==> src/logic/ict_defines.svh <==
// Register map, field positions and reset values of the interval counter timer
`ifndef ICT_DEFINES_SVH
`define ICT_DEFINES_SVH
`define ICT_NUM_CTR      3
`define ICT_IDX_MSB      5
`define ICT_IDX_LSB      4
`define ICT_OFF_MSB      3
`define ICT_HI_MSB       7
`define ICT_HI_LSB       6
`define ICT_OFF_CONFIG   4'h0
`define ICT_OFF_COUNT    4'h4
`define ICT_OFF_FORCE    4'h8
`define ICT_OFF_READ     4'hC
`define ICT_CFG_MODE_MSB 2
`define ICT_CFG_MODE_LSB 0
`define ICT_CFG_FMT_BIT  3
`define ICT_FORCE_BIT    0
`define ICT_RD_OUT_BIT   16
`define ICT_RD_LOAD_BIT  17
`define ICT_FMT_BCD      1'b0
`define ICT_FMT_BIN      1'b1
`define ICT_MODE_TC      3'h0
`define ICT_MODE_ONE     3'h1
`define ICT_MODE_RATE    3'h2
`define ICT_MODE_SQR     3'h3
`define ICT_MODE_SWS     3'h4
`define ICT_MODE_HWS     3'h5
`define ICT_RST_MODE     3'h2
`define ICT_RST_FMT      1'b1
`define ICT_RST_OUT      1'b1
`define ICT_RST_COUNT    16'h0000
`define ICT_BCD_TOP      4'h9
`define ICT_BIN_TOP      4'hF
`define ICT_ZERO_COUNT   16'h0000
`define ICT_ONE_COUNT    16'h0001
`define ICT_TWO_COUNT    16'h0002
`endif

==> src/logic/ict_pkg.sv <==
// Types shared by the interval counter timer modules
package ict_pkg;
  `include "ict_defines.svh"

  typedef logic [2:0] ict_mode_t;

  typedef struct packed {
    ict_mode_t   mode;
    logic        fmt;
    logic [15:0] reload;
    logic [15:0] cnt;
    logic        out;
    logic        pend;
    logic        loaded;
    logic        run;
    logic        trig;
  } ict_chan_t;

  typedef struct packed {
    ict_chan_t [`ICT_NUM_CTR-1:0] ch;
    logic                         pready;
    logic                         pslverr;
    logic [31:0]                  prdata;
  } ict_top_state_t;

  typedef struct packed {
    logic [1:0] clk_sync;
    logic [1:0] gate_sync;
    logic       clk_prev;
    logic       gate_prev;
    logic       clk_fall;
    logic       gate_rise;
  } ict_pin_state_t;
endpackage

==> src/logic/ict_pin_if.sv <==
// Conditioned count clock and gate events of one counter
`timescale 1ns/1ps
interface ict_pin_if;
  logic clk_fall;
  logic gate_rise;
  logic gate_level;
  modport producer (output clk_fall, output gate_rise, output gate_level);
  modport consumer (input clk_fall, input gate_rise, input gate_level);
endinterface

==> src/logic/ict_top.sv <==
// Three channel interval counter timer with APB register access
//
// Contract
// RULE1 - Force low: mode 0, count not loaded
// RULE2 - Force high: mode 2, count not loaded
// RULE3 - Mode codes zero to five accepted
// RULE4 - Mode 0: output low, counts while gate high
// RULE5 - Mode 0: output high at zero, held
// RULE6 - Mode 1: low after gate rise, high at zero
// RULE7 - Mode 2: one clock low pulse per count
// RULE8 - Mode 3: square wave, halves of count
// RULE9 - Mode 4: output high, counts while gate high
// RULE10 - Mode 4: one clock low at terminal count
// RULE11 - Mode 5: gate rise triggers the countdown
// RULE12 - Host keeps counts within format range
// RULE13 - Host avoids count one in modes 2, 3
// RULE14 - Zero count means full range
// RULE15 - Count loads on next clock falling edge
// RULE16 - Format bit: 0 BCD, 1 binary
// RULE17 - Three counters, index 0 to 2
// RULE18 - Live count readable without disturbance
// RULE19 - Decrement on count clock falling edges
// RULE20 - Modes 2, 3 reload at terminal count
// RULE21 - BCD decades borrow and wrap to nine
`timescale 1ns/1ps
module ict_top
  import ict_pkg::*;
#(
  parameter int NUM_CTR = `ICT_NUM_CTR
)
(
  input  wire logic               ref_clk,
  input  wire logic               reset,
  input  wire logic               psel,
  input  wire logic               penable,
  input  wire logic               pwrite,
  input  wire logic [7:0]         paddr,
  input  wire logic [31:0]        pwdata,
  output logic      [31:0]        prdata,
  output logic                    pready,
  output logic                    pslverr,
  input  wire logic [NUM_CTR-1:0] count_clk_pin,
  input  wire logic [NUM_CTR-1:0] gate_input,
  output logic      [NUM_CTR-1:0] counter_out
);
  import ict_pkg::*;

  ict_top_state_t   s;
  ict_top_state_t   next_s;
  logic [NUM_CTR-1:0] clk_fall;
  logic [NUM_CTR-1:0] gate_rise;
  logic [NUM_CTR-1:0] gate_level;

  // ****************************************
  // Pin conditioning per counter
  // ****************************************
  genvar gi;
  generate
    for (gi = 0; gi < NUM_CTR; gi++)
    begin : g_pin
      ict_pin_if pif ();
      ict_pin_cond u_cond (
        .ref_clk       (ref_clk),
        .reset         (reset),
        .count_clk_pin (count_clk_pin[gi]),
        .gate_pin      (gate_input[gi]),
        .pins          (pif.producer)
      );
      assign clk_fall[gi]   = pif.clk_fall;
      assign gate_rise[gi]  = pif.gate_rise;
      assign gate_level[gi] = pif.gate_level;
      assign counter_out[gi] = s.ch[gi].out;
    end
  endgenerate

  // ****************************************
  // Down-count step
  // ****************************************
  // One nibble loop serves both formats: a binary nibble wraps to F
  function automatic logic [15:0] ict_dec(input logic [15:0] v, input logic fmt);
    logic [15:0] r;
    logic        borrow;
    r      = v;
    borrow = 1'b1;
    for (int k = 0; k < 4; k++)
    begin
      if (borrow)
      begin
        if (r[4*k +: 4] == 4'h0)
          r[4*k +: 4] = (fmt == `ICT_FMT_BCD) ? `ICT_BCD_TOP : `ICT_BIN_TOP; // RULE21 RULE16
        else
        begin
          r[4*k +: 4] = r[4*k +: 4] - 4'h1;
          borrow      = 1'b0;
        end
      end
    end
    return r;
  endfunction

  // ****************************************
  // Next state
  // ****************************************
  always_comb
  begin
    ict_chan_t   c;
    logic [15:0] nx;
    logic [1:0]  idx;
    logic [3:0]  off;
    logic        hit;
    logic        wr;
    c      = '0;
    nx     = '0;
    idx    = paddr[`ICT_IDX_MSB:`ICT_IDX_LSB];
    off    = paddr[`ICT_OFF_MSB:0];
    hit    = (paddr[`ICT_HI_MSB:`ICT_HI_LSB] == 2'h0) && (32'(idx) < NUM_CTR) // RULE17
             && (paddr[1:0] == 2'h0);
    wr     = psel & penable & s.pready & pwrite;
    next_s = s;

    // Counting engine, one pass per counter
    for (int i = 0; i < NUM_CTR; i++)
    begin
      c  = s.ch[i];
      nx = ict_dec(c.cnt, c.fmt); // RULE14
      if (gate_rise[i])
        c.trig = 1'b1;
      if (clk_fall[i])
      begin
        if (c.pend)
        begin
          // Written count enters the counter on this falling edge
          c.cnt    = c.reload; // RULE15
          c.pend   = 1'b0;
          c.loaded = 1'b1;
          c.run    = (c.mode != `ICT_MODE_ONE) && (c.mode != `ICT_MODE_HWS);
          c.trig   = 1'b0;
        end
        else if (c.loaded)
        begin
          if (c.trig && (c.mode == `ICT_MODE_ONE || c.mode == `ICT_MODE_HWS))
          begin
            c.cnt  = c.reload; // RULE11
            c.run  = 1'b1;
            c.trig = 1'b0;
            if (c.mode == `ICT_MODE_ONE)
              c.out = 1'b0; // RULE6
            else
              c.out = 1'b1;
          end
          else
          begin
            c.trig = 1'b0;
            unique case (c.mode)
              `ICT_MODE_TC:
              begin
                if (gate_level[i])
                begin
                  c.cnt = nx; // RULE4
                  if (nx == `ICT_ZERO_COUNT)
                    c.out = 1'b1; // RULE5
                end
              end
              `ICT_MODE_ONE:
              begin
                if (c.run)
                begin
                  c.cnt = nx;
                  if (nx == `ICT_ZERO_COUNT)
                  begin
                    c.out = 1'b1; // RULE6
                    c.run = 1'b0;
                  end
                end
              end
              `ICT_MODE_RATE:
              begin
                if (gate_level[i])
                begin
                  if (c.cnt == `ICT_ONE_COUNT)
                  begin
                    c.cnt = c.reload; // RULE20
                    c.out = 1'b1; // RULE7
                  end
                  else
                  begin
                    c.cnt = nx;
                    if (nx == `ICT_ONE_COUNT)
                      c.out = 1'b0; // RULE7
                  end
                end
              end
              `ICT_MODE_SQR:
              begin
                // Steps of two; an odd count gives equal halves rounded up
                if (gate_level[i])
                begin
                  if (c.cnt == `ICT_TWO_COUNT || c.cnt == `ICT_ONE_COUNT)
                  begin
                    c.cnt = c.reload; // RULE20
                    c.out = ~c.out; // RULE8
                  end
                  else
                    c.cnt = ict_dec(nx, c.fmt); // RULE8
                end
              end
              `ICT_MODE_SWS, `ICT_MODE_HWS:
              begin
                if (!c.out)
                  c.out = 1'b1; // RULE10
                if (c.run && (c.mode == `ICT_MODE_HWS || gate_level[i])) // RULE9
                begin
                  c.cnt = nx;
                  if (nx == `ICT_ZERO_COUNT)
                  begin
                    c.out = 1'b0; // RULE10
                    c.run = 1'b0;
                  end
                end
              end
              default:
              begin
                c.run = 1'b0;
              end
            endcase
          end
        end
      end

      // Register writes take effect at the completing APB edge
      if (wr && hit && (32'(idx) == i))
      begin
        unique case (off)
          `ICT_OFF_CONFIG:
          begin
            c.mode   = pwdata[`ICT_CFG_MODE_MSB:`ICT_CFG_MODE_LSB]; // RULE3
            c.fmt    = pwdata[`ICT_CFG_FMT_BIT]; // RULE16
            c.out    = (c.mode != `ICT_MODE_TC); // RULE4 RULE9
            c.pend   = 1'b0;
            c.loaded = 1'b0;
            c.run    = 1'b0;
            c.trig   = 1'b0;
          end
          `ICT_OFF_COUNT:
          begin
            c.reload = pwdata[15:0];
            c.pend   = 1'b1; // RULE15
          end
          `ICT_OFF_FORCE:
          begin
            // No count is loaded, so the forced level holds indefinitely
            c.mode   = pwdata[`ICT_FORCE_BIT] ? `ICT_MODE_RATE : `ICT_MODE_TC; // RULE1 RULE2
            c.out    = pwdata[`ICT_FORCE_BIT];
            c.pend   = 1'b0;
            c.loaded = 1'b0;
            c.run    = 1'b0;
            c.trig   = 1'b0;
          end
          default:
          begin
            c.trig = c.trig;
          end
        endcase
      end
      next_s.ch[i] = c;
    end

    // APB slave: one wait state, then pready
    next_s.pready  = 1'b0;
    next_s.pslverr = 1'b0;
    if (psel && penable && !s.pready)
    begin
      next_s.pready  = 1'b1;
      next_s.pslverr = ~hit;
      next_s.prdata  = 32'h0000_0000;
      if (hit && !pwrite)
      begin
        c = s.ch[idx];
        unique case (off)
          `ICT_OFF_CONFIG:
          begin
            next_s.prdata[`ICT_CFG_MODE_MSB:`ICT_CFG_MODE_LSB] = c.mode;
            next_s.prdata[`ICT_CFG_FMT_BIT]                    = c.fmt;
          end
          `ICT_OFF_COUNT:
            next_s.prdata[15:0] = c.reload;
          `ICT_OFF_FORCE:
            next_s.prdata[`ICT_FORCE_BIT] = c.out;
          `ICT_OFF_READ:
          begin
            // Copy of the live counter; counting is untouched
            next_s.prdata[15:0]             = c.cnt; // RULE18
            next_s.prdata[`ICT_RD_OUT_BIT]  = c.out;
            next_s.prdata[`ICT_RD_LOAD_BIT] = c.loaded;
          end
          default:
            next_s.prdata = 32'h0000_0000;
        endcase
      end
    end
  end

  // ****************************************
  // State register
  // ****************************************
  always_ff @(posedge ref_clk)
  begin
    if (reset)
    begin
      s <= '0;
      for (int i = 0; i < NUM_CTR; i++)
      begin
        s.ch[i].mode   <= `ICT_RST_MODE;
        s.ch[i].fmt    <= `ICT_RST_FMT;
        s.ch[i].out    <= `ICT_RST_OUT;
        s.ch[i].reload <= `ICT_RST_COUNT;
      end
    end
    else
      s <= next_s;
  end

  assign prdata  = s.prdata;
  assign pready  = s.pready;
  assign pslverr = s.pslverr;
endmodule

==> src/logic/ict_pin_cond.sv <==
// Synchroniser and edge detector for one counter's clock and gate pins
`timescale 1ns/1ps
module ict_pin_cond
  import ict_pkg::*;
(
  input  wire logic  ref_clk,
  input  wire logic  reset,
  input  wire logic  count_clk_pin,
  input  wire logic  gate_pin,
  ict_pin_if.producer pins
);
  ict_pin_state_t s;
  ict_pin_state_t next_s;

  // ****************************************
  // Edge detection
  // ****************************************
  always_comb
  begin
    next_s              = s;
    next_s.clk_sync     = {s.clk_sync[0], count_clk_pin};
    next_s.gate_sync    = {s.gate_sync[0], gate_pin};
    next_s.clk_prev     = s.clk_sync[1];
    next_s.gate_prev    = s.gate_sync[1];
    // Counting happens on the falling edge of the count clock
    next_s.clk_fall     = s.clk_prev & ~s.clk_sync[1]; // RULE19
    next_s.gate_rise    = ~s.gate_prev & s.gate_sync[1];
  end

  always_ff @(posedge ref_clk)
  begin
    if (reset)
      s <= '0;
    else
      s <= next_s;
  end

  assign pins.clk_fall   = s.clk_fall;
  assign pins.gate_rise  = s.gate_rise;
  assign pins.gate_level = s.gate_prev;
endmodule

==> config.mk <==
export PLATFORM = sky130hd
export DESIGN_NAME = ict_top
export DESIGN_NICKNAME = d
export VERILOG_FILES = /design/src/logic/ict_pkg.sv /design/src/logic/ict_pin_if.sv /design/src/logic/ict_top.sv /design/src/logic/ict_pin_cond.sv
export VERILOG_INCLUDE_DIRS = /design/src /design/src/logic
export SDC_FILE = /design/constraint.sdc
export NUM_CORES = 1
export LEC_CHECK = 0
export ABC_AREA = 1
export BUFFER_PORTS_ARGS = -buffer_cell sky130_fd_sc_hd__clkbuf_2
export CAP_MARGIN = 0
export CORE_AREA = 2 2 134 188
export DETAILED_ROUTE_END_ITERATION = 7
export DIE_AREA = 0 0 136 190
export PLACE_DENSITY = 0.77
export SLEW_MARGIN = 0
export SYNTH_ARGS = -nofsm -noshare
export SYNTH_HDL_FRONTEND = slang
export SYNTH_SLANG_ARGS = --single-unit
==> constraint.sdc <==
create_clock -name ref_clk -period 2.6 [get_ports ref_clk]
set_clock_uncertainty 0.2 [all_clocks]
set_input_delay 0.13 -clock ref_clk [delete_from_list [all_inputs] [get_ports ref_clk]]
set_output_delay 0.13 -clock ref_clk [all_outputs]
set_load 0.005 [all_outputs]
==> results.sh, run 1 <==
export IMPL_numPortBuffers=57
export IMPL_synth_area_leaders="dfxtp_1 25%, nand2_1 15%, a21oi_1 8.1%, inv_1 7.6%, o21ai_0 6.1%"
export IMPL_die_h_microns=190
export IMPL_ys_async_sr_fraction_pct=0
export IMPL_floorplan_rows=68
export IMPL_synth_cell_types=59
export IMPL_crit_endpoint="s[136]$_SDFFE_PP0P_/D"
export IMPL_io_pins=88
export IMPL_die_w_microns=136
export IMPL_dp_hpwl_microns=45620
export IMPL_grt_max_degree=75
export IMPL_clockBufferDepth=2
export IMPL_place_gp_congestion=1.101
export IMPL_seq_area_frac_synth_pct=25.04
export IMPL_flow_stopped_at="5_1_grt"
export IMPL_cts_buffers=17
export IMPL_overflow=3
export IMPL_synth_top_area_share_pct=25.04
export IMPL_grt_usage_pct=57.16
export IMPL_synth_edf_count=0
export IMPL_error="[ERROR GRT-0232] Routing congestion too high. Check the congestion heatmap in the GUI."
export IMPL_worstEndpointType="sequential cell input"
export IMPL_synth_ff_type="dfxtp_1"
export IMPL_avgSynthCellArea_sq_um=6.221
export IMPL_yosys_register_bits=167
export IMPL_synth_area_leader_cell="dfxtp_1"
export IMPL_synth_area_sq_mm=0.01335
export IMPL_cts_num_sinks=167
export IMPL_cts_root_buf="clkbuf_16"
export IMPL_initial_core_util_pct=54.86
export IMPL_status="stopped before the end"
export IMPL_syn_inst=2146
export IMPL_htreeDepth=4
export IMPL_yosysWarnings=0
==> timing repair <==
item,CTS
setup endpoints to repair,51
hold buffers,26
endpoints found under the hold margin,63
pin swaps,100
setup buffers,60
cloned,0
gates resized for setup,225
==> cells in the mapped netlist, types with 13 or more instances <==
master / number
inv_2: 25
nor2_4: 13
nand3_1: 127
ha_1: 41
o21ai_1: 19
nand2_1: 532
nor2_1: 160
inv_1: 270
o22ai_1: 44
dfxtp_1: 167
o211ai_1: 39
buf_4: 39
nor3_1: 27
a22oi_1: 17
xor2_1: 13
clkbuf_1: 53
o221ai_1: 20
o21ai_0: 163
a21oi_1: 216
nand4_1: 14
==> cells by family after synthesis <==
family | after synthesis | share of synthesized area, %
buffers and inverters | 405 | 12.65
AO/OA/AOI/OAI | 571 | 24.78
XOR/XNOR | 18 | 1.181
adder cells (fa/ha/maj) | 41 | 3.843
multiplexers | 1 | 0.08434
other | 1 | 0.02809
flip-flops | 167 | 25.04
AND/OR/NAND/NOR | 942 | 32.39
==> metal layers <==
| metal | overflow | track usage (%) |
|---|---|---|
| met2 | 1 | 82.57 |
| met4 | 2 | 54.49 |
| met3 | 0 | 26.35 |
| met5 | 0 | 1.786 |
| met1 | 0 | 60.24 |
==> metrics by stage <==
step	setup TNS (ns)	hold WS, ns	worst slack, ns	std cells	area, sq um
floorplan	0	0.03697	0.002690	2159	13480
global placement	-6.029	0.1215	-0.4062	2730	15980
detailed placement	-8.813	0.1250	-0.4184	2730	15980
CTS	-2.729	0.04187	-0.1730	2846	18060
==> run 2, diff against run 1 <==
CORE_AREA = 2 2 186 188   (was 2 2 134 188)
DIE_AREA = 0 0 188 190   (was 0 0 136 190)
PLACE_DENSITY = not set   (was 0.77)
PLACE_DENSITY_LB_ADDON = 0.15   (was not set)
clock period = 3.4 ns   (was 2.6 ns; I/O delays follow)
==> run 2 against run 1 <==
Compared with the run above: the run now ends clean; area after synthesis unchanged; synthesized cell count unchanged.
==> results.sh, run 2 <==
export IMPL_synth_edf_count=0
export IMPL_final_common_cell="nand2_1"
export IMPL_first_global_vias=13967
export IMPL_finalPower_mw=4.225
export IMPL_die_w_microns=188
export IMPL_yosysWarnings=0
export IMPL_core_area_sq_mm=0.03395
export IMPL_insertion_delay_ns=0.45
export IMPL_clkTransAtPathRegs_ns=0.07
export IMPL_p_leak_nw=6.796
export IMPL_numPortBuffers=57
export IMPL_antennaDiodeCount=0
export IMPL_tritoncts="done"
export IMPL_initial_core_util_pct=39.33
export IMPL_wl_per_cell_microns=19.66
export IMPL_area_growth_pct=12.96
export IMPL_viasPerCell=5.605
export IMPL_grt_pass1_wl_microns=81290
export IMPL_avgSynthCellArea_sq_um=6.221
export IMPL_clockBufferDepth=2
export IMPL_fin_crit_ns=3.169
export IMPL_syn_inst=2146
export IMPL_critPathLaunchType="flop"
export IMPL_antenna_found_initial=0
export IMPL_yosys_register_bits=167
export IMPL_drv_cap=0
export IMPL_setup_worst_path_end_class="flop"
export IMPL_die_h_microns=190
export IMPL_max_freq_mhz=315.5
export IMPL_dp_hpwl_microns=40920
export IMPL_seq_area_frac_synth_pct=25.04
export IMPL_synth_area_leader_cell="dfxtp_1"
export IMPL_n_fill_cell=3657
export IMPL_vias=15045
export IMPL_synthTopCellsByCount="532 x nand2_1, 270 x inv_1, 216 x a21oi_1"
export IMPL_finalWorstSetupSlack_ns=0.2305
export IMPL_arrival_ns=3.34
export IMPL_post_place_ws_ns=0.07323
export IMPL_synth_cell_types=59
export IMPL_wl_microns=52770
export IMPL_cts_buffers=17
export IMPL_largest_register_ffs=120
export IMPL_critical_path_class="flop to flop"
export IMPL_hold_viol_final=0
export IMPL_worstPathCellList="inv_1 -> ha_1 -> inv_1 -> nor3_1 -> nand3_1 -> nor3_2 -> nand2_1 -> nor2_2 -> inv_2 -> nor2_1 -> a21oi_1 -> nand3_1 -> nand2_1 -> nand2_1 -> nand2_1 -> a21oi_1"
export IMPL_crit_top_cell="nand2_1"
export IMPL_die_area_sq_mm=0.03572
export IMPL_synth_area_sq_mm=0.01335
export IMPL_htreeDepth=4
export IMPL_slew_viol_final=0
export IMPL_drive_gt1_share_pct=12.83
export IMPL_cp_slowest_cell="nor3_2"
export IMPL_slowest_delay_ns=0.45
export IMPL_dr_pass1_iters=8
export IMPL_critPathMaxFanout=5
export IMPL_floorplan_rows=68
export IMPL_nets=2308
export IMPL_synth_most_common_cell="nand2_1"
export IMPL_whs_ns=0.04120
export IMPL_worst_slew_pin_slew_ns=0.9571
export IMPL_ys_async_sr_fraction_pct=0
export IMPL_place_gp_congestion=0.9622
export IMPL_slew_headroom_pct=36.20
export IMPL_p_per_area_mw_per_mm2=280.1
export IMPL_cts_root_buf="clkbuf_16"
export IMPL_grt_usage_pct=29.31
export IMPL_drc=0
export IMPL_grt_max_degree=75
export IMPL_vdd_drop_max_uv=380.8
export IMPL_synth_area_leaders="dfxtp_1 25%, nand2_1 15%, a21oi_1 8.1%, inv_1 7.6%, o21ai_0 6.1%"
export IMPL_min_period_over_period_pct=93.22
export IMPL_hp_class="input port to flop"
export IMPL_synth_ff_type="dfxtp_1"
export IMPL_drtIter0Drc=1469
export IMPL_setup_violations=0
export IMPL_status="finished clean"
export IMPL_overflow=0
export IMPL_layout_common_cells="529 x nand2_1, 265 x inv_1, 216 x a21oi_1"
export IMPL_io_pins=88
export IMPL_setup_tns_ns=0
export IMPL_regMostFlops="s"
export IMPL_cts_num_sinks=167
export IMPL_cp_required_ns=3.57
export IMPL_ant_nets=0
export IMPL_synth_top_area_share_pct=25.04
==> run 2: cell counts after synthesis <==
No cell type changed its count.
==> run 2: per-stage QoR <==
step / area [sq um] / utilization [%] / cells
after floorplan: 13400 / - / 2159
after global placement: 14110 / 41.57 / 2620
after detailed placement: 14110 / 41.57 / 2620
after CTS: 15000 / 44.17 / 2680
after global routing: 15080 / 44.42 / 2684
final: 15080 / 44.42 / 2684
==> run 2: metal layers <==
metal | share of wire (%) | track usage (%)
met5 | 0 | 0
met1 | 45 | 40.42
met2 | 45 | 47.83
met4 | 2.9 | 8.843
met3 | 7.3 | 3.542
==> run 2: repair_timing <==
action,in CTS,in global routing
setup endpoints to repair,0,39
buffers inserted,0,4
resized for setup,0,20
hold endpoints to repair,61,0
hold buffers,28,0
==> run 2: area by class of cell <==
class                      count  area, sq um  share of cell area (%)
inverter                     298         1124                   7.450
clock buffer                  17        425.4                   2.821
timing repair buffer         145         1016                   6.737
tap                          455        569.3                   3.775
multi-input combinational   1587         8426                   55.87
sequential                   167         3344                   22.18
clock inverter                15        176.4                   1.170
==> run 2: worst paths after layout <==
kind / startpoint / to / slack [ns] / cells after the start
max reg2reg: s[133]$_SDFFE_PP0P_ / s[126]$_SDFFE_PP0P_ / 0.23 / 16
max: s[133]$_SDFFE_PP0P_ / s[126]$_SDFFE_PP0P_ / 0.23 / 16
min: paddr[2] / counter_out[2]$_SDFF_PP1_ / 0.04 / 5
min reg2reg: g_pin[2].u_cond.next_s[5]$_SDFF_PP0_ / g_pin[2].u_cond.next_s[2]$_SDFF_PP0_ / 0.20 / 2
==> run 2: critical path: cells and delay by family (launching register included) <==
| family | cells | cell delay (ns) |
|---|---|---|
| compound gates | 2 | 0.15 |
| fa+ha+maj | 1 | 0.17 |
| buf+inv | 3 | 0.28 |
| flops | 1 | 0.36 |
| simple gates | 10 | 1.93 |
==> run 2: power breakdown <==
group          internal, mW  total (mW)  leakage (nW)  switching [mW]
logic                0.0763       0.241          5.15           0.165
registers              1.97        1.97          1.35         0.00625
clock network         0.999        2.01         0.295            1.01
==> run 2: logic make-up (layout without fill, tap and decap cells) <==
kind of cell | after synthesis | after routing | synth area share, %
AO/OA/AOI/OAI | 571 | 571 | 24.78
XOR/XNOR | 18 | 18 | 1.181
adder cells (fa/ha/maj) | 41 | 41 | 3.843
buffers and inverters | 405 | 475 | 12.65
flip-flops | 167 | 167 | 25.04
multiplexers | 1 | 1 | 0.08434
other | 1 | 14 | 0.02809
AND/OR/NAND/NOR | 942 | 942 | 32.39
Power figures use the tool's default switching activity.
==> run 3, diff against run 2 <==
clock period = 2.6 ns   (was 3.4 ns; I/O delays follow)
==> run 3 against run 2 <==
Compared with the run above: the run now ends with hold timing, setup timing left; flip-flop and latch count did not move; critical path type unchanged; fmax rose by 13%; setup slack got worse by 0.44 ns.
==> results.sh, run 3 (same netlist as run 2, synthesis figures left out) <==
export IMPL_slowest_delay_ns=0.34
export IMPL_r2r_end="s[51]$_SDFFE_PP0P_"
export IMPL_tritoncts="done"
export IMPL_crit_family="compound AO/OA/AOI/OAI gates"
export IMPL_die_h_microns=190
export IMPL_layout_common_cells="489 x nand2_1, 352 x buf_4, 223 x inv_1"
export IMPL_crit_top_cell="o21ai_1"
export IMPL_worstPathCellList="inv_2 -> ha_4 -> inv_4 -> nor2_4 -> nor2_2 -> a31oi_4 -> ha_4 -> buf_6 -> nand4_4 -> nor2_4 -> buf_4 -> o21ai_1 -> a21oi_1 -> o21ai_1 -> o21ai_1 -> nand2_1 -> a21oi_2"
export IMPL_final_common_cell="nand2_1"
export IMPL_area_growth_pct=41.12
export IMPL_drv_cap=0
export IMPL_grt_max_degree=75
export IMPL_ant_nets=0
export IMPL_cp_required_ns=2.79
export IMPL_setup_worst_path_end_class="flop"
export IMPL_die_w_microns=188
export IMPL_slew_headroom_pct=50.67
export IMPL_reg2reg_slack_ns=-0.20
export IMPL_initial_core_util_pct=39.33
export IMPL_io_pins=88
export IMPL_overflow=0
export IMPL_vias=16352
export IMPL_nets=2634
export IMPL_cp_slowest_cell="dfxtp_2"
export IMPL_status="complete, but fails checks"
export IMPL_worstSetupEndpoint="s[51]$_SDFFE_PP0P_"
export IMPL_p_leak_nw=8.650
export IMPL_dr_pass1_iters=5
export IMPL_floorplan_rows=68
export IMPL_fin_crit_ns=2.805
export IMPL_drtIter0Drc=1425
export IMPL_cts_root_buf="clkbuf_16"
export IMPL_viasPerCell=5.433
export IMPL_regMostFlops="s"
export IMPL_slew_viol_final=0
export IMPL_core_area_sq_mm=0.03395
export IMPL_grt_setup_unrepaired="yes"
export IMPL_finalWorstSetupSlack_ns=-0.2050
export IMPL_grt_pass1_wl_microns=85850
export IMPL_cp_depth=17
export IMPL_largest_register_ffs=120
export IMPL_die_area_sq_mm=0.03572
export IMPL_insertion_delay_ns=0.47
export IMPL_r2r_start="s[40]$_SDFFE_PP0P_"
export IMPL_finalPower_mw=5.597
export IMPL_antenna_found_initial=0
export IMPL_first_global_vias=15135
export IMPL_critPathMaxFanout=6
export IMPL_min_period_over_period_pct=107.9
export IMPL_numPortBuffers=57
export IMPL_design_area_sq_mm=0.01884
export IMPL_critPathLaunchType="flop"
export IMPL_critical_path_class="flop to flop"
export IMPL_crit_start="s[40]$_SDFFE_PP0P_"
export IMPL_dp_hpwl_microns=43760
export IMPL_r2r_cells=17
export IMPL_critical_path_buf_inv_count=4
export IMPL_drc=0
export IMPL_p_per_area_mw_per_mm2=297.1
export IMPL_grt_usage_pct=30.95
export IMPL_wl_microns=56940
export IMPL_hp_class="input port to flop"
export IMPL_setup_violations=36
export IMPL_drive_gt1_share_pct=32.52
export IMPL_vdd_drop_max_uv=520.0
export IMPL_max_freq_mhz=356.5
export IMPL_hold_viol_final=1
export IMPL_clockBufferDepth=2
export IMPL_cts_num_sinks=167
export IMPL_worst_slew_pin_slew_ns=0.7391
export IMPL_placed_area_sq_mm=0.01621
export IMPL_htreeDepth=4
export IMPL_place_gp_congestion=1.010
export IMPL_antennaDiodeCount=0
export IMPL_whs_ns=-0.02567
export IMPL_arrival_ns=3.00
export IMPL_failed_checks="hold timing, setup timing"
export IMPL_clkTransAtPathRegs_ns=0.09
export IMPL_cts_buffers=17
export IMPL_wl_per_cell_microns=18.92
==> run 3: cell count changes in the layout (fill, tap and decap cells not counted), sizes merged <==
cell / previous run / this run
buf: 61 / 390
dlygate4sd3: 28 / 25
clkinv: 9 / 7
bufinv: 0 / 1
clkinvlp: 0 / 1
==> run 3: cell type report <==
class                           instances  area [sq um]
Multi-Input combinational cell       1587          9512
Timing Repair Buffer                  471          3621
Clock buffer                           17         425.4
Inverter                              298          1161
Clock inverter                         15         183.9
Fill cell                            3406         15110
Tap cell                              455         569.3
Sequential cell                       167          3368
==> run 3: how the worst min path moves through the flow <==
stage / from / slack (ns) / endpoint / cells after the start
after global placement: gate_input[1] / 0.13 / g_pin[1].u_cond.next_s[5]$_SDFF_PP0_ / 3
after CTS: paddr[6] / 0.009 / pslverr$_SDFF_PP0_ / 6
after detailed placement: count_clk_pin[1] / 0.13 / g_pin[1].u_cond.next_s[7]$_SDFF_PP0_ / 3
after floorplan: gate_input[0] / 0.04 / g_pin[0].u_cond.next_s[5]$_SDFF_PP0_ / 2
after global routing: reset / 0.02 / s[71]$_SDFFE_PP1P_ / 3
final: reset / -0.03 / s[134]$_SDFFE_PP0P_ / 3
==> run 3: routing by layer <==
| metal | wire (microns) | vias up | track usage (%) | share of wire, % |
|---|---|---|---|---|
| met4 | 2252 | 0 | 12.69 | 4.0 |
| met2 | 26280 | 626 | 50.97 | 46 |
| li1 | - | 7899 | - | - |
| met5 | 0 | - | 0 | 0 |
| met3 | 3174 | 120 | 2.822 | 5.6 |
| met1 | 25240 | 7707 | 41.64 | 44 |
==> run 3: power breakdown <==
group,switching [mW],internal (mW)
logic,0.219,0.112
registers,0.00898,2.57
clock network,1.30,1.39
total,1.53,4.07
==> run 3: tightest hold or removal path, cell delays in order <==
cell     delay [ns]
buf_2          0.13
buf_12         0.20
a21oi_2        0.13
==> run 3: repair_timing <==
item / in CTS / in global routing
endpoints found under the hold margin: 61 / 0
endpoints found under the setup margin: 52 / 54
pin swaps: 108 / 104
hold buffers: 25 / 0
resized for setup: 202 / 172
setup buffers: 40 / 30
==> run 3: stage by stage <==
stage	hold WS [ns]	util, %	TNS, ns	std cells	setup WS, ns
floorplan	0.03697	-	0	2159	0.002690
global placement	0.1254	47.75	-5.191	2885	-0.2891
detailed placement	0.1296	47.75	-8.028	2885	-0.3119
CTS	0.008837	53.13	-1.674	2981	-0.1400
global route	0.01826	55.50	-10.58	3010	-0.3865
finish	-0.02567	55.50	-3.275	3010	-0.2050
==> run 4, diff against run 3 <==
ABC_AREA = 0   (was 1)
CORE_AREA = 2 2 184 186   (was 2 2 186 188)
DIE_AREA = 0 0 186 188   (was 0 0 188 190)
==> run 4 against run 3 <==
Compared with the run above: the run ends with setup timing left; synthesized cell count down 18%; combinational power up 1%; sequential share of layout area down 0.76 points; register-to-register slack worse by 0.40 ns; largest power group unchanged.
==> results.sh, run 4 <==
export IMPL_status="complete, but fails checks"
export IMPL_failed_checks="setup timing"
export IMPL_regMostFlops="s"
export IMPL_numPortBuffers=57
export IMPL_wl_microns=58140
export IMPL_synthTopCellsByCount="189 x nand2_1, 167 x dfxtp_1, 159 x nor2_1"
export IMPL_critPathMaxFanout=6
export IMPL_largest_register_ffs=120
export IMPL_multi_input_area_sq_mm=0.01057
export IMPL_grt_pass1_wl_microns=87080
export IMPL_dp_hpwl_microns=43600
export IMPL_drc=0
export IMPL_critical_path_class="flop to flop"
export IMPL_cp_required_ns=2.76
export IMPL_core_area_sq_mm=0.03311
export IMPL_overflow=0
export IMPL_die_h_microns=188
export IMPL_clkTransAtPathRegs_ns=0.08
export IMPL_slew_viol_final=0
export IMPL_worst_slew_pin_slew_ns=0.6781
export IMPL_ant_nets=0
export IMPL_tritoncts="done"
export IMPL_grt_setup_unrepaired="yes"
export IMPL_yosysWarnings=0
export IMPL_reg2reg_slack_ns=-0.60
export IMPL_worstSetupEndpoint="s[92]$_SDFFE_PP0P_"
export IMPL_yosys_register_bits=167
export IMPL_vias=15920
export IMPL_min_period_over_period_pct=123.1
export IMPL_floorplan_rows=67
export IMPL_synth_cell_types=96
export IMPL_arrival_ns=3.36
export IMPL_grt_usage_pct=32.52
export IMPL_die_w_microns=186
export IMPL_combPwrFrac_pct=6.0
export IMPL_area_growth_pct=51.56
export IMPL_seqCellArea_sq_mm=0.003371
export IMPL_synth_most_common_cell="nand2_1"
export IMPL_synth_top_area_share_pct=25.73
export IMPL_nets=2275
export IMPL_finalPower_mw=5.597
export IMPL_drv_cap=0
export IMPL_switching_power_mw=1.520
export IMPL_cts_num_sinks=167
export IMPL_synth_area_leader_cell="dfxtp_1"
export IMPL_wl_per_cell_microns=21.99
export IMPL_viasPerCell=6.021
export IMPL_antenna_found_initial=0
export IMPL_insertion_delay_ns=0.45
export IMPL_crit_start="s[81]$_SDFFE_PP0P_"
export IMPL_ys_async_sr_fraction_pct=0
export IMPL_layout_common_cells="405 x buf_4, 172 x nand2_1, 151 x dfxtp_1"
export IMPL_htreeDepth=4
export IMPL_clkPwrFrac_pct=47.8
export IMPL_synth_area_sq_mm=0.01299
export IMPL_r2r_end="s[92]$_SDFFE_PP0P_"
export IMPL_setup_worst_path_end_class="flop"
export IMPL_syn_inst=1753
export IMPL_r2r_cells=11
export IMPL_fin_crit_ns=3.200
export IMPL_grt_max_degree=74
export IMPL_hp_class="input port to flop"
export IMPL_synth_area_leaders="dfxtp_1 26%, mux2i_1 7.3%, nand2_1 5.5%, a21oi_1 4.8%, nor2_1 4.6%"
export IMPL_vdd_drop_max_uv=325.6
export IMPL_p_leak_nw=8.221
export IMPL_clockBufferDepth=2
export IMPL_synth_ff_type="dfxtp_1"
export IMPL_initial_core_util_pct=39.24
export IMPL_design_area_sq_mm=0.01969
export IMPL_cts_buffers=17
export IMPL_max_freq_mhz=312.5
export IMPL_finalWorstSetupSlack_ns=-0.6001
export IMPL_synth_edf_count=0
export IMPL_drtIter0Drc=1655
export IMPL_seqPwrFrac_pct=46.2
export IMPL_hold_viol_final=0
export IMPL_sw_frac_of_total_pct=27.16
export IMPL_io_pins=88
export IMPL_p_int_mw=4.077
export IMPL_slew_headroom_pct=54.69
export IMPL_avgSynthCellArea_sq_um=7.412
export IMPL_cts_root_buf="clkbuf_16"
export IMPL_place_gp_congestion=0.9953
export IMPL_drive_gt1_share_pct=40.66
export IMPL_die_area_sq_mm=0.03497
export IMPL_p_per_area_mw_per_mm2=284.2
export IMPL_n_fill_cell=2945
export IMPL_antennaDiodeCount=0
export IMPL_r2r_start="s[81]$_SDFFE_PP0P_"
export IMPL_setup_violations=53
export IMPL_critPathLaunchType="flop"
export IMPL_dr_pass1_iters=6
export IMPL_seq_area_frac_synth_pct=25.73
export IMPL_placed_area_sq_mm=0.01685
export IMPL_final_common_cell="buf_4"
export IMPL_setup_tns_ns=-15.68
export IMPL_first_global_vias=14980
==> run 4: cell count changes after synthesis, moves of 50 or more <==
cell,before,now
clkbuf_1,53,103
mux2i_1,0,95
inv_1,270,59
a21oi_1,216,124
nand2_1,532,189
nand3_1,127,62
==> run 4: metal layers <==
layer | GRT usage [%] | vias up | wire length (microns)
met4 | 16.20 | 0 | 3058
met5 | 0 | - | 0
li1 | - | 7329 | -
met2 | 52.99 | 759 | 27350
met1 | 42.22 | 7650 | 23530
met3 | 3.884 | 182 | 4208
==> run 4: repair_timing <==
item	in CTS	in global routing
gates cloned	3	0
gates resized for setup	170	165
setup buffers	40	37
pin swaps	114	112
endpoints found under the hold margin	57	0
hold buffers	22	0
setup endpoints to repair	54	54
==> run 4: logic make-up after synthesis <==
| kind of cell | Yosys count | synth area share [%] |
|---|---|---|
| other cells | 1 | 0.02886 |
| compound gates | 555 | 28.22 |
| fa+ha+maj | 41 | 3.948 |
| flops | 167 | 25.73 |
| mux | 110 | 8.618 |
| buf+inv | 211 | 7.164 |
| simple gates | 661 | 25.82 |
| xor+xnor | 7 | 0.4718 |
==> run 4: through the flow <==
stage | worst slack [ns] | instances | utilization [%] | hold slack [ns]
3_3_place_gp | -0.5598 | 2521 | 50.88 | 0.1369
5_1_grt | -0.7326 | 2644 | 59.47 | 0.04002
4_1_cts | -0.5720 | 2614 | 56.49 | 0.001051
3_5_place_dp | -0.6321 | 2521 | 50.88 | 0.1472
6_report | -0.6001 | 2644 | 59.47 | 0.01064
2_1_floorplan | -0.7831 | 1766 | - | 0.009119
==> run 4: power by group through the flow <==
| stage | Combinational [mW] | Sequential [mW] | Clock (mW) |
|---|---|---|---|
| global placement | 0.286 | 2.64 | 0 |
| global route | 0.354 | 2.59 | 2.80 |
| finish | 0.335 | 2.58 | 2.68 |
| CTS | 0.321 | 2.58 | 2.71 |
| floorplan | 0.177 | 2.64 | 0 |
| detailed placement | 0.287 | 2.64 | 0 |
==> run 4: worst min path at each step <==
stage                           startpoint                                          to  slack, ns  cells after the start
after floorplan                      reset  g_pin[1].u_cond.pins.gate_level$_SDFF_PP0_      0.009                      1
after global placement    count_clk_pin[0]        g_pin[0].u_cond.next_s[7]$_SDFF_PP0_       0.14                      2
after detailed placement  count_clk_pin[0]        g_pin[0].u_cond.next_s[7]$_SDFF_PP0_       0.15                      2
after CTS                           pwrite                      prdata[0]$_SDFFE_PP0P_      0.001                      5
after global routing                 reset                          s[95]$_SDFFE_PP0P_       0.04                      4
final                               pwrite                      prdata[0]$_SDFFE_PP0P_       0.01                      5
==> run 4: layout make-up <==
class,count,share of cell area (%)
flip-flops and latches,167,17.12
multi-input cells,1390,53.66
clock inverters,15,0.8831
well taps,448,2.846
inverters,61,1.290
repair buffers,546,22.05
clock buffers,17,2.160
==> run 4: worst max-delay path, stage by stage, from the launching register on <==
cell       delay, ns
dfxtp_2         0.33
inv_2           0.07
ha_4            0.13
or3b_4          0.41
o21ai_4         0.16
ha_4            0.15
o211ai_1        0.11
or3_4           0.43
or4_4           0.49
o21ai_2         0.18
o2111ai_2       0.13
a2111oi_2       0.30
